**src/rtl/sar_adc_consts.svh**
```systemverilog
// Purpose: offsets, field positions, reset values and timing counts of the converter sequencer
// Assumes: one 200 MHz clock that is also the converter's high-frequency clock
// Notes:   register indexes are word indexes; byte address is index times four
`ifndef SAR_ADC_CONSTS_SVH
`define SAR_ADC_CONSTS_SVH

// ==========================================================================
// register word indexes
`define IDX_CTRL_ONE   6'h0E
`define IDX_CTRL_TWO   6'h0F
`define IDX_RES_UPPER  6'h20
`define IDX_RES_LOWER  6'h21

// ==========================================================================
// field positions and reset values
`define CR1_START      7
`define CR1_MODE_HI    6
`define CR1_MODE_LO    5
`define CR1_AIDIS      4
`define CR1_CHAN_HI    3
`define CR2_LADDER     5
`define CR2_TIME_HI    3
`define CR2_TIME_LO    1
`define RES_FLAG       5
`define RES_BUSY       4
`define CTRL_ONE_RST   8'h10
`define CTRL_TWO_RST   6'h00

// ==========================================================================
// mode codes and bus responses
`define MODE_OFF       2'h0
`define MODE_SW        2'h1
`define MODE_REP       2'h3
`define RESP_OKAY      2'h0
`define RESP_SLVERR    2'h2

// ==========================================================================
// conversion timing in high-frequency clock cycles
`define CYC_39         11'h027
`define CYC_78         11'h04E
`define CYC_156        11'h09C
`define CYC_312        11'h138
`define CYC_624        11'h270
`define CYC_1248       11'h4E0
`define CONV_STEPS     11'h00D
`define SAMPLE_STEPS   4'h3

`endif

```
**src/rtl/sar_adc_pkg.sv**
```systemverilog
// Purpose: types shared by the converter sequencer
// Assumes: constants come from sar_adc_consts.svh
// Notes:   sequencer phases only; codes left to the tool
package sar_adc_pkg;
    // ======================================================================
    // conversion phases
    typedef enum logic [1:0] {
        PH_IDLE,
        PH_SAMPLE,
        PH_TRIAL
    } phase_t;
endpackage : sar_adc_pkg

```
**src/rtl/sar_adc_sequencer.sv**
```systemverilog
// Purpose: control and sequencing of a 10-bit successive-approximation converter
// Assumes: AXI4-Lite register port, inputs synchronous to mclk, mclk is the converter clock
// Notes:   3 sample steps then 10 trial steps, each step one thirteenth of the time
`timescale 1ns/1ps
`include "sar_adc_consts.svh"

module sar_adc_sequencer
    import sar_adc_pkg::*;
#(
    parameter int ADDR_W = 8
) (
    input  wire logic              mclk,
    input  wire logic              srst,
    input  wire logic [ADDR_W-1:0] awaddr,
    input  wire logic              awvalid,
    output logic                   awready,
    input  wire logic [31:0]       wdata,
    input  wire logic [3:0]        wstrb,
    input  wire logic              wvalid,
    output logic                   wready,
    output logic [1:0]             bresp,
    output logic                   bvalid,
    input  wire logic              bready,
    input  wire logic [ADDR_W-1:0] araddr,
    input  wire logic              arvalid,
    output logic                   arready,
    output logic [31:0]            rdata,
    output logic [1:0]             rresp,
    output logic                   rvalid,
    input  wire logic              rready,
    input  wire logic              stopMode,
    input  wire logic              slowMode,
    input  wire logic              compHigh,
    output logic [9:0]             dacCode,
    output logic                   sampleHold,
    output logic [3:0]             analogChannel,
    output logic                   analogInputDisable,
    output logic                   ladderOn,
    output logic                   busy,
    output logic                   convDoneIrq
);

    // ======================================================================
    // declarations
    logic [7:0]        ctrlOne_q;
    logic [5:0]        ctrlTwo_q;
    logic [7:0]        resUpper_q;
    logic [1:0]        resLower_q;
    logic              endFlag_q;
    logic              irq_q;
    phase_t            phase_q;
    logic [10:0]       cycLeft_q;
    logic [10:0]       stepLeft_q;
    logic [3:0]        stepIdx_q;
    logic [9:0]        sar_q;
    logic [ADDR_W-1:0] awAddr_q;
    logic              awHeld_q;
    logic [31:0]       wData_q;
    logic [3:0]        wStrb_q;
    logic              wHeld_q;
    logic              bvalid_q;
    logic [1:0]        bresp_q;
    logic              rvalid_q;
    logic [31:0]       rdata_q;
    logic [1:0]        rresp_q;
    logic              lowPower;
    logic              wrFire;
    logic              rdFire;
    logic              wrOne;
    logic              wrTwo;
    logic              rdUpper;
    logic [1:0]        modeSel;
    logic [10:0]       convTotal;
    logic [10:0]       stepLen;
    logic              beginConv;
    logic              stepEnd;
    logic              lastStep;
    logic              finish;
    logic              abortMode;
    logic [9:0]        trial;
    logic [9:0]        decided;
    logic [10:0]       runLen_q;

    // conversion duration per time code; reserved codes take the longest
    function automatic logic [10:0] conv_cycles(input logic [2:0] code);
        unique case (code)
            3'h0:    conv_cycles = `CYC_39;
            3'h2:    conv_cycles = `CYC_78;
            3'h3:    conv_cycles = `CYC_156;
            3'h4:    conv_cycles = `CYC_312;
            3'h5:    conv_cycles = `CYC_624;
            3'h6:    conv_cycles = `CYC_1248;
            default: conv_cycles = `CYC_1248;
        endcase
    endfunction : conv_cycles

    // ======================================================================
    // decode and sequencing terms
    assign lowPower  = stopMode | slowMode;
    assign modeSel   = ctrlOne_q[`CR1_MODE_HI:`CR1_MODE_LO];
    assign convTotal = conv_cycles(ctrlTwo_q[`CR2_TIME_HI:`CR2_TIME_LO]);
    assign stepLen   = convTotal / `CONV_STEPS;
    // a pending start waits while mode is off or reserved
    assign beginConv = (phase_q == PH_IDLE) && ctrlOne_q[`CR1_START] && !lowPower
                       && (modeSel == `MODE_SW || modeSel == `MODE_REP);
    assign stepEnd   = (phase_q != PH_IDLE) && (stepLeft_q == 11'h000);
    assign lastStep  = (stepIdx_q == 4'h0);
    assign finish    = (phase_q == PH_TRIAL) && (cycLeft_q == 11'h000);
    assign abortMode = (phase_q != PH_IDLE) && (modeSel == `MODE_OFF);
    assign trial     = sar_q | (10'h001 << stepIdx_q);
    assign decided   = compHigh ? trial : sar_q;

    // ======================================================================
    // AXI4-Lite handshakes: address and data taken in either order
    assign awready = !awHeld_q && !bvalid_q;
    assign wready  = !wHeld_q && !bvalid_q;
    assign arready = !rvalid_q;
    assign wrFire  = awHeld_q && wHeld_q && !bvalid_q;
    assign rdFire  = arvalid && arready;
    assign wrOne   = wrFire && wStrb_q[0] && !lowPower
                     && (awAddr_q[7:0] == {`IDX_CTRL_ONE, 2'b00});
    assign wrTwo   = wrFire && wStrb_q[0] && !lowPower
                     && (awAddr_q[7:0] == {`IDX_CTRL_TWO, 2'b00});
    assign rdUpper = rdFire && (araddr[7:0] == {`IDX_RES_UPPER, 2'b00});
    assign bvalid  = bvalid_q;
    assign bresp   = bresp_q;
    assign rvalid  = rvalid_q;
    assign rdata   = rdata_q;
    assign rresp   = rresp_q;

    // write address and data holding
    always_ff @(posedge mclk) begin
        if (srst) begin
            awHeld_q <= 1'b0;
            awAddr_q <= '0;
            wHeld_q  <= 1'b0;
            wData_q  <= 32'h0000_0000;
            wStrb_q  <= 4'h0;
        end else begin
            if (awvalid && awready) begin
                awHeld_q <= 1'b1;
                awAddr_q <= awaddr;
            end else if (wrFire) begin
                awHeld_q <= 1'b0;
            end
            if (wvalid && wready) begin
                wHeld_q <= 1'b1;
                wData_q <= wdata;
                wStrb_q <= wstrb;
            end else if (wrFire) begin
                wHeld_q <= 1'b0;
            end
        end
    end

    // write response; unmapped addresses answer SLVERR
    always_ff @(posedge mclk) begin
        if (srst) begin
            bvalid_q <= 1'b0;
            bresp_q  <= `RESP_OKAY;
        end else if (wrFire) begin
            bvalid_q <= 1'b1;
            bresp_q  <= (awAddr_q[7:0] == {`IDX_CTRL_ONE, 2'b00} ||
                         awAddr_q[7:0] == {`IDX_CTRL_TWO, 2'b00} ||
                         awAddr_q[7:0] == {`IDX_RES_UPPER, 2'b00} ||
                         awAddr_q[7:0] == {`IDX_RES_LOWER, 2'b00}) ? `RESP_OKAY : `RESP_SLVERR;
        end else if (bready) begin
            bvalid_q <= 1'b0;
        end
    end

    // read data, registered one cycle after the address is taken
    always_ff @(posedge mclk) begin
        if (srst) begin
            rvalid_q <= 1'b0;
            rdata_q  <= 32'h0000_0000;
            rresp_q  <= `RESP_OKAY;
        end else if (rdFire) begin
            rvalid_q <= 1'b1;
            rresp_q  <= `RESP_OKAY;
            unique case (araddr[7:0])
                {`IDX_CTRL_ONE, 2'b00}:  rdata_q <= {24'h00_0000, ctrlOne_q};
                {`IDX_CTRL_TWO, 2'b00}:  rdata_q <= {26'h000_0000, ctrlTwo_q};
                {`IDX_RES_UPPER, 2'b00}: rdata_q <= {24'h00_0000, resUpper_q};
                {`IDX_RES_LOWER, 2'b00}: rdata_q <= {24'h00_0000, resLower_q, endFlag_q,
                                                     busy, 4'h0};
                default: begin
                    rdata_q <= 32'h0000_0000;
                    rresp_q <= `RESP_SLVERR;
                end
            endcase
        end else if (rready) begin
            rvalid_q <= 1'b0;
        end
    end

    // ======================================================================
    // control registers; stop/slow forces them to their initial values
    always_ff @(posedge mclk) begin
        if (srst || lowPower) begin
            ctrlOne_q <= `CTRL_ONE_RST;
        end else if (wrOne) begin
            ctrlOne_q <= wData_q[7:0];
        end else if (beginConv) begin
            ctrlOne_q[`CR1_START] <= 1'b0;
        end
    end

    // second control register keeps bits 5:0; upper bits read as zero
    always_ff @(posedge mclk) begin
        if (srst || lowPower) begin
            ctrlTwo_q <= `CTRL_TWO_RST;
        end else if (wrTwo) begin
            ctrlTwo_q <= wData_q[5:0];
        end
    end

    // ======================================================================
    // sequencer: sample steps, then one trial bit per step
    always_ff @(posedge mclk) begin
        if (srst || lowPower) begin
            phase_q    <= PH_IDLE;
            cycLeft_q  <= 11'h000;
            stepLeft_q <= 11'h000;
            stepIdx_q  <= 4'h0;
            sar_q      <= 10'h000;
        end else if (beginConv || (finish && modeSel == `MODE_REP)) begin
            phase_q    <= PH_SAMPLE;
            cycLeft_q  <= convTotal - 11'h001;
            stepLeft_q <= stepLen - 11'h001;
            stepIdx_q  <= `SAMPLE_STEPS - 4'h1;
            sar_q      <= 10'h000;
        end else if (abortMode || finish) begin
            phase_q <= PH_IDLE;
        end else if (phase_q != PH_IDLE) begin
            cycLeft_q <= cycLeft_q - 11'h001;
            if (stepEnd) begin
                stepLeft_q <= stepLen - 11'h001;
                if (phase_q == PH_SAMPLE && lastStep) begin
                    phase_q   <= PH_TRIAL;
                    stepIdx_q <= 4'h9;
                end else begin
                    stepIdx_q <= stepIdx_q - 4'h1;
                end
                if (phase_q == PH_TRIAL) begin
                    sar_q <= decided;
                end
            end else begin
                stepLeft_q <= stepLeft_q - 11'h001;
            end
        end
    end

    // ======================================================================
    // result store: only a full conversion reaches the registers
    always_ff @(posedge mclk) begin
        if (srst || lowPower) begin
            resUpper_q <= 8'h00;
            resLower_q <= 2'h0;
        end else if (finish && !abortMode) begin
            resUpper_q <= decided[9:2];
            resLower_q <= decided[1:0];
        end
    end

    // end flag: completion wins over a read in the same cycle
    always_ff @(posedge mclk) begin
        if (srst || lowPower) begin
            endFlag_q <= 1'b0;
        end else if (finish && !abortMode) begin
            endFlag_q <= 1'b1;
        end else if (rdUpper || beginConv) begin
            endFlag_q <= 1'b0;
        end
    end

    // interrupt pulse in the cycle each completion sets the flag, even if it is already set
    always_ff @(posedge mclk) begin
        if (srst || lowPower) begin
            irq_q <= 1'b0;
        end else begin
            irq_q <= finish && !abortMode;
        end
    end

    // ======================================================================
    // analog side controls
    assign busy               = (phase_q != PH_IDLE);
    assign convDoneIrq        = irq_q;
    assign sampleHold         = (phase_q == PH_SAMPLE);
    assign dacCode            = (phase_q == PH_TRIAL) ? trial : 10'h000;
    assign analogChannel      = ctrlOne_q[`CR1_CHAN_HI:0];
    assign analogInputDisable = ctrlOne_q[`CR1_AIDIS];
    // ladder drops in stop/slow whatever the control bit says
    assign ladderOn = !lowPower && (ctrlTwo_q[`CR2_LADDER] || busy);

    // cycles since the running conversion began; a counter keeps the check cheap
    always_ff @(posedge mclk) begin
        if (srst || beginConv || (finish && modeSel == `MODE_REP)) begin
            runLen_q <= 11'h001;
        end else begin
            runLen_q <= runLen_q + 11'h001;
        end
    end
endmodule : sar_adc_sequencer

```
**config.mk**
```make
export PLATFORM = sky130hd
export DESIGN_NAME = sar_adc_sequencer
export DESIGN_NICKNAME = d
export VERILOG_FILES = /design/src/rtl/sar_adc_pkg.sv /design/src/rtl/sar_adc_sequencer.sv
export VERILOG_INCLUDE_DIRS = /design/src /design/src/rtl
export SDC_FILE = /design/constraint.sdc
export NUM_CORES = 1
export LEC_CHECK = 0
export BUFFER_PORTS_ARGS = -buffer_cell sky130_fd_sc_hd__buf_2
export CAP_MARGIN = 20
export CORE_ASPECT_RATIO = 1.2
export CORE_MARGIN = 2
export CORE_UTILIZATION = 52
export DETAILED_ROUTE_END_ITERATION = 12
export HOLD_SLACK_MARGIN = 0.08
export PLACE_DENSITY = 0.88
export SLEW_MARGIN = 20
export SYNTH_ARGS = -nofsm -noshare
export SYNTH_HDL_FRONTEND = slang
export SYNTH_SLANG_ARGS = --single-unit
```
**constraint.sdc**
```tcl
create_clock -name mclk -period 7 [get_ports mclk]
set_input_delay 1.4 -clock mclk [delete_from_list [all_inputs] [get_ports mclk]]
set_output_delay 1.4 -clock mclk [all_outputs]
set_load 0.01 [all_outputs]
```
==> reports/metrics.csv <==
metric;value;unit
cp_data_arrival_time;5960;ps
critical_path.top_delay_family;compound AO/OA/AOI/OAI gates;
slew_headroom;33.5;%
cpMaxStageDelayCell;sky130_fd_sc_hd__dfxtp_1;
die_w;102;µm
tritoncts_clock_tree;built;
syn_area;0.00601;mm²
numCtsBuffers;9;
cts-htree-levels;3;
crit_chain;buf_4, ha_1, nand2b_1, ha_1, nor2b_1, o21ai_0, nand3_1, a311oi_4, nand3_2, a41oi_1, nand2_1, o2111ai_2, a21oi_1, o21ai_0, nor2_1, ha_1, o311ai_0, nand2_1, nand2_1, nand2_1, a22oi_1, nor2_1;
worst_path_most_repeated_cell;sky130_fd_sc_hd__nand2_1;
globalRoute.totalOverflow;0;
die_h;122;µm
hp-class;reg -> reg;
numClockSinks;95;
crit_type;reg -> reg;
total_power;1.14;mW
whs;456;ps
crit_end;stepLeft_q[10]$_SDFFE_PP0P_;
layoutNonFillerInstCount;1000;
cp-startpoint;ctrlTwo_q[3]$_SDFFE_PP0P_;
path_max_fanout;25;
static-leakage-power;2.60;nW
grt_first_pass_wirelength;24600;µm
power_density;172;mW/mm²
clk_transition_reported_paths;70;ps
place.detailed.hpwl;10700;µm
synth_seq_cells;95;
placeableCoreArea;0.0114;mm²
placement.setup.worst_slack;1370;ps
setup_viol_count_final;0;
worst_setup_path_start_kind;register;
r2r_slack;1260;ps
io-pin-count;122;
drv_cap;0;
tightestPinTransition;998;ps
final_count_of_pins_violating_max_slew;0;
vias_in_the_first_global_route;5279;
synth_area_per_cell;7.50;µm²
synth.area.top_cells;sky130_fd_sc_hd__dfxtp_1, sky130_fd_sc_hd__a21oi_1, sky130_fd_sc_hd__nor2_1, sky130_fd_sc_hd__nand2_1, sky130_fd_sc_hd__buf_4;
io_buffers;68;
drive_above_1_share;12.7;%
number_of_enable_type_register_cells_in_the_synthesized_netlist;0;
grt_max_degree;48;
synth.yosys.warnings;0;
worstSetupEndpointType;register;
post-synth-top-area-fraction;31.6;%
die_area;0.0124;mm²
timing.rr.start;ctrlTwo_q[3]$_SDFFE_PP0P_;
utilization_after_layout;57.9;%
drt_first_pass_iters;5;
initial_core_util;52.7;%
wl_per_cell;15.0;µm
worst_ep_required_time;7230;ps
cts_resized;0;
worstReg2RegEnd;stepLeft_q[10]$_SDFFE_PP0P_;
netlist_instances;802;
path_buf_inv;1;
max-clock-path-buffers;2;
hold_violations;0;
worst_slack;1260;ps
rsz_0062_raised_after_global_routing;no;
grt_antenna_before_repair;0;
layout_cell_area_excl_fill;0.00660;mm²
number_of_cells_on_the_critical_path;22;
worst_ir_drop_on_vdd;0.192;mV
final_period_utilization;82.0;%
yosys.cell_types.count;73;
area_delta_synth_final;9.72;%
post-place-cells;984;
post_cts_hold_buffer_count;0;
clock-skew-final;9.95;ps
hold_path_depth;2;
post-synth-top-area-cell;sky130_fd_sc_hd__dfxtp_1;
routed_wl;15000;µm
fin_crit;5740;ps
cts_root_buffer;sky130_fd_sc_hd__clkbuf_16;
status;complete, no violations;
vias;5808;
post_route_setup_tns;0;ps
drc;0;
seq_area_frac_synth;31.6;%
nNetsFinal;916;
clock_insertion_delay_worst_skew;350;ps
num_antenna_cells;0;
placement_rows;43;
grt_usage;24.3;%
postSynth.asyncResetShare;0;%
worst_r2r_path_depth;22;
number_of_nets_with_antenna_violations_after_detailed_routing;0;
dominantRegCellSynth;sky130_fd_sc_hd__dfxtp_1;
placement.cell_area;0.00628;mm²
max_freq;174;MHz
routabilityCongestion;0.925;
first_iter_violations;319;
total_setup_buffers_inserted_after_cts;0;
timing.critical_path.slowest_cell_delay;700;ps
route.detailed.vias_per_inst;5.81;
report_power, final:
part / switching [mW] / internal (mW) / total [mW]
Sequential: 0.00696 / 0.550 / 0.557
Clock: 0.212 / 0.312 / 0.523
Combinational: 0.0381 / 0.0193 / 0.0573
synthesized netlist by cell type, drive strengths merged, types with 11 or more instances:
master and number:
and2 12, nor2 112, a22oi 20, xnor2 12
nor3 25, xor2 12, nand2b 11, ha 15
nand3 22, a21oi 88, o21ai 44, clkbuf 32
mux2i 18, buf 41, a211oi 18, inv 21
nand2 96, dfxtp 95
worst reg2reg max path, delay by kind of cell, from the launching register on:
family	cells	cell delay [ps]
buffers and inverters	1	290
adders and majority gates	3	1020
AOI/OAI and AO/OA	8	2040
and+or+nand+nor	10	1550
DFF	1	700
final cells by class:
cell class | instances | area, µm²
Timing Repair Buffer | 74 | 385
Inverter | 21 | 78.8
Tap cell | 157 | 196
Clock inverter | 5 | 83.8
Fill cell | 1044 | 4810
Multi-Input combinational cell | 638 | 3720
Clock buffer | 10 | 229
Sequential cell | 95 | 1900
cells by family (layout without fill, tap and decap cells):
group,Yosys count,after routing,synth area share (%)
other,1,26,0.0623
adders and majority gates,15,15,3.12
muxes,19,19,3.60
buffers and inverters,94,110,8.03
AOI/OAI and AO/OA,221,221,23.7
and+or+nand+nor,333,333,26.0
DFF,95,95,31.6
xor gates and xnor gates,24,24,3.93
per-layer routing:
metal  share of wire, %  wire (µm)  up-vias  GRT usage, %
met4                4.5        680        0          12.5
li1                   -          -     2860             -
met5                  0          0        -             0
met3                4.7        698       48          3.38
met1                 41       6180     2682          30.5
met2                 50       7420      218          40.4
layout by cell type, fill, tap and decap left out, types with 3 or more instances in the layout:
cell type,instances
sky130_fd_sc_hd__nand3_1,21
sky130_fd_sc_hd__o21a_1,4
sky130_fd_sc_hd__nand2b_1,11
sky130_fd_sc_hd__inv_1,21
sky130_fd_sc_hd__a21oi_1,88
sky130_fd_sc_hd__xnor2_1,11
sky130_fd_sc_hd__nor3_1,25
sky130_fd_sc_hd__mux2i_1,16
sky130_fd_sc_hd__nor2b_1,10
sky130_fd_sc_hd__a31oi_1,5
sky130_fd_sc_hd__buf_2,68
sky130_fd_sc_hd__o211ai_1,7
sky130_fd_sc_hd__or3_1,9
sky130_fd_sc_hd__clkbuf_16,9
sky130_fd_sc_hd__dfxtp_1,95
sky130_fd_sc_hd__a211oi_1,17
sky130_fd_sc_hd__o21ai_0,42
sky130_fd_sc_hd__ha_1,15
sky130_fd_sc_hd__xor2_1,11
sky130_fd_sc_hd__a22oi_1,20
sky130_fd_sc_hd__and2_1,11
sky130_fd_sc_hd__nor2_1,112
sky130_fd_sc_hd__nor4b_1,3
sky130_fd_sc_hd__nand4_1,3
sky130_fd_sc_hd__nor4_1,10
sky130_fd_sc_hd__o31ai_1,5
sky130_fd_sc_hd__buf_4,6
sky130_fd_sc_hd__conb_1,26
sky130_fd_sc_hd__nand2_1,96
sky130_fd_sc_hd__and3_1,7
worst min-delay path by stage:
stage | to | from | slack [ps]
6_report | awAddr_q[0]$_SDFFE_PP0P_ | awAddr_q[0]$_SDFFE_PP0P_ | 460
5_1_grt | awAddr_q[0]$_SDFFE_PP0P_ | awAddr_q[0]$_SDFFE_PP0P_ | 480
4_1_cts | awAddr_q[0]$_SDFFE_PP0P_ | awAddr_q[0]$_SDFFE_PP0P_ | 460
3_5_place_dp | awAddr_q[0]$_SDFFE_PP0P_ | awAddr_q[0]$_SDFFE_PP0P_ | 450
3_3_place_gp | ctrlOne_q[7]$_SDFFE_PP0P_ | wData_q[7]$_SDFFE_PP0P_ | 440
2_1_floorplan | ctrlOne_q[7]$_SDFFE_PP0P_ | wData_q[7]$_SDFFE_PP0P_ | 430
state kept, by name (all words and copies together) (netlist names), 2 cells and up:
name and count:
resUpper_q 8, resLower_q 2, sar_q 10, stepIdx_q 4, phase_q 2, awAddr_q 8, ctrlOne_q 8, cycLeft_q 11
stepLeft_q 11, ctrlTwo_q 6, rdata 8, wData_q 8
(Power assumes the default switching activity.)
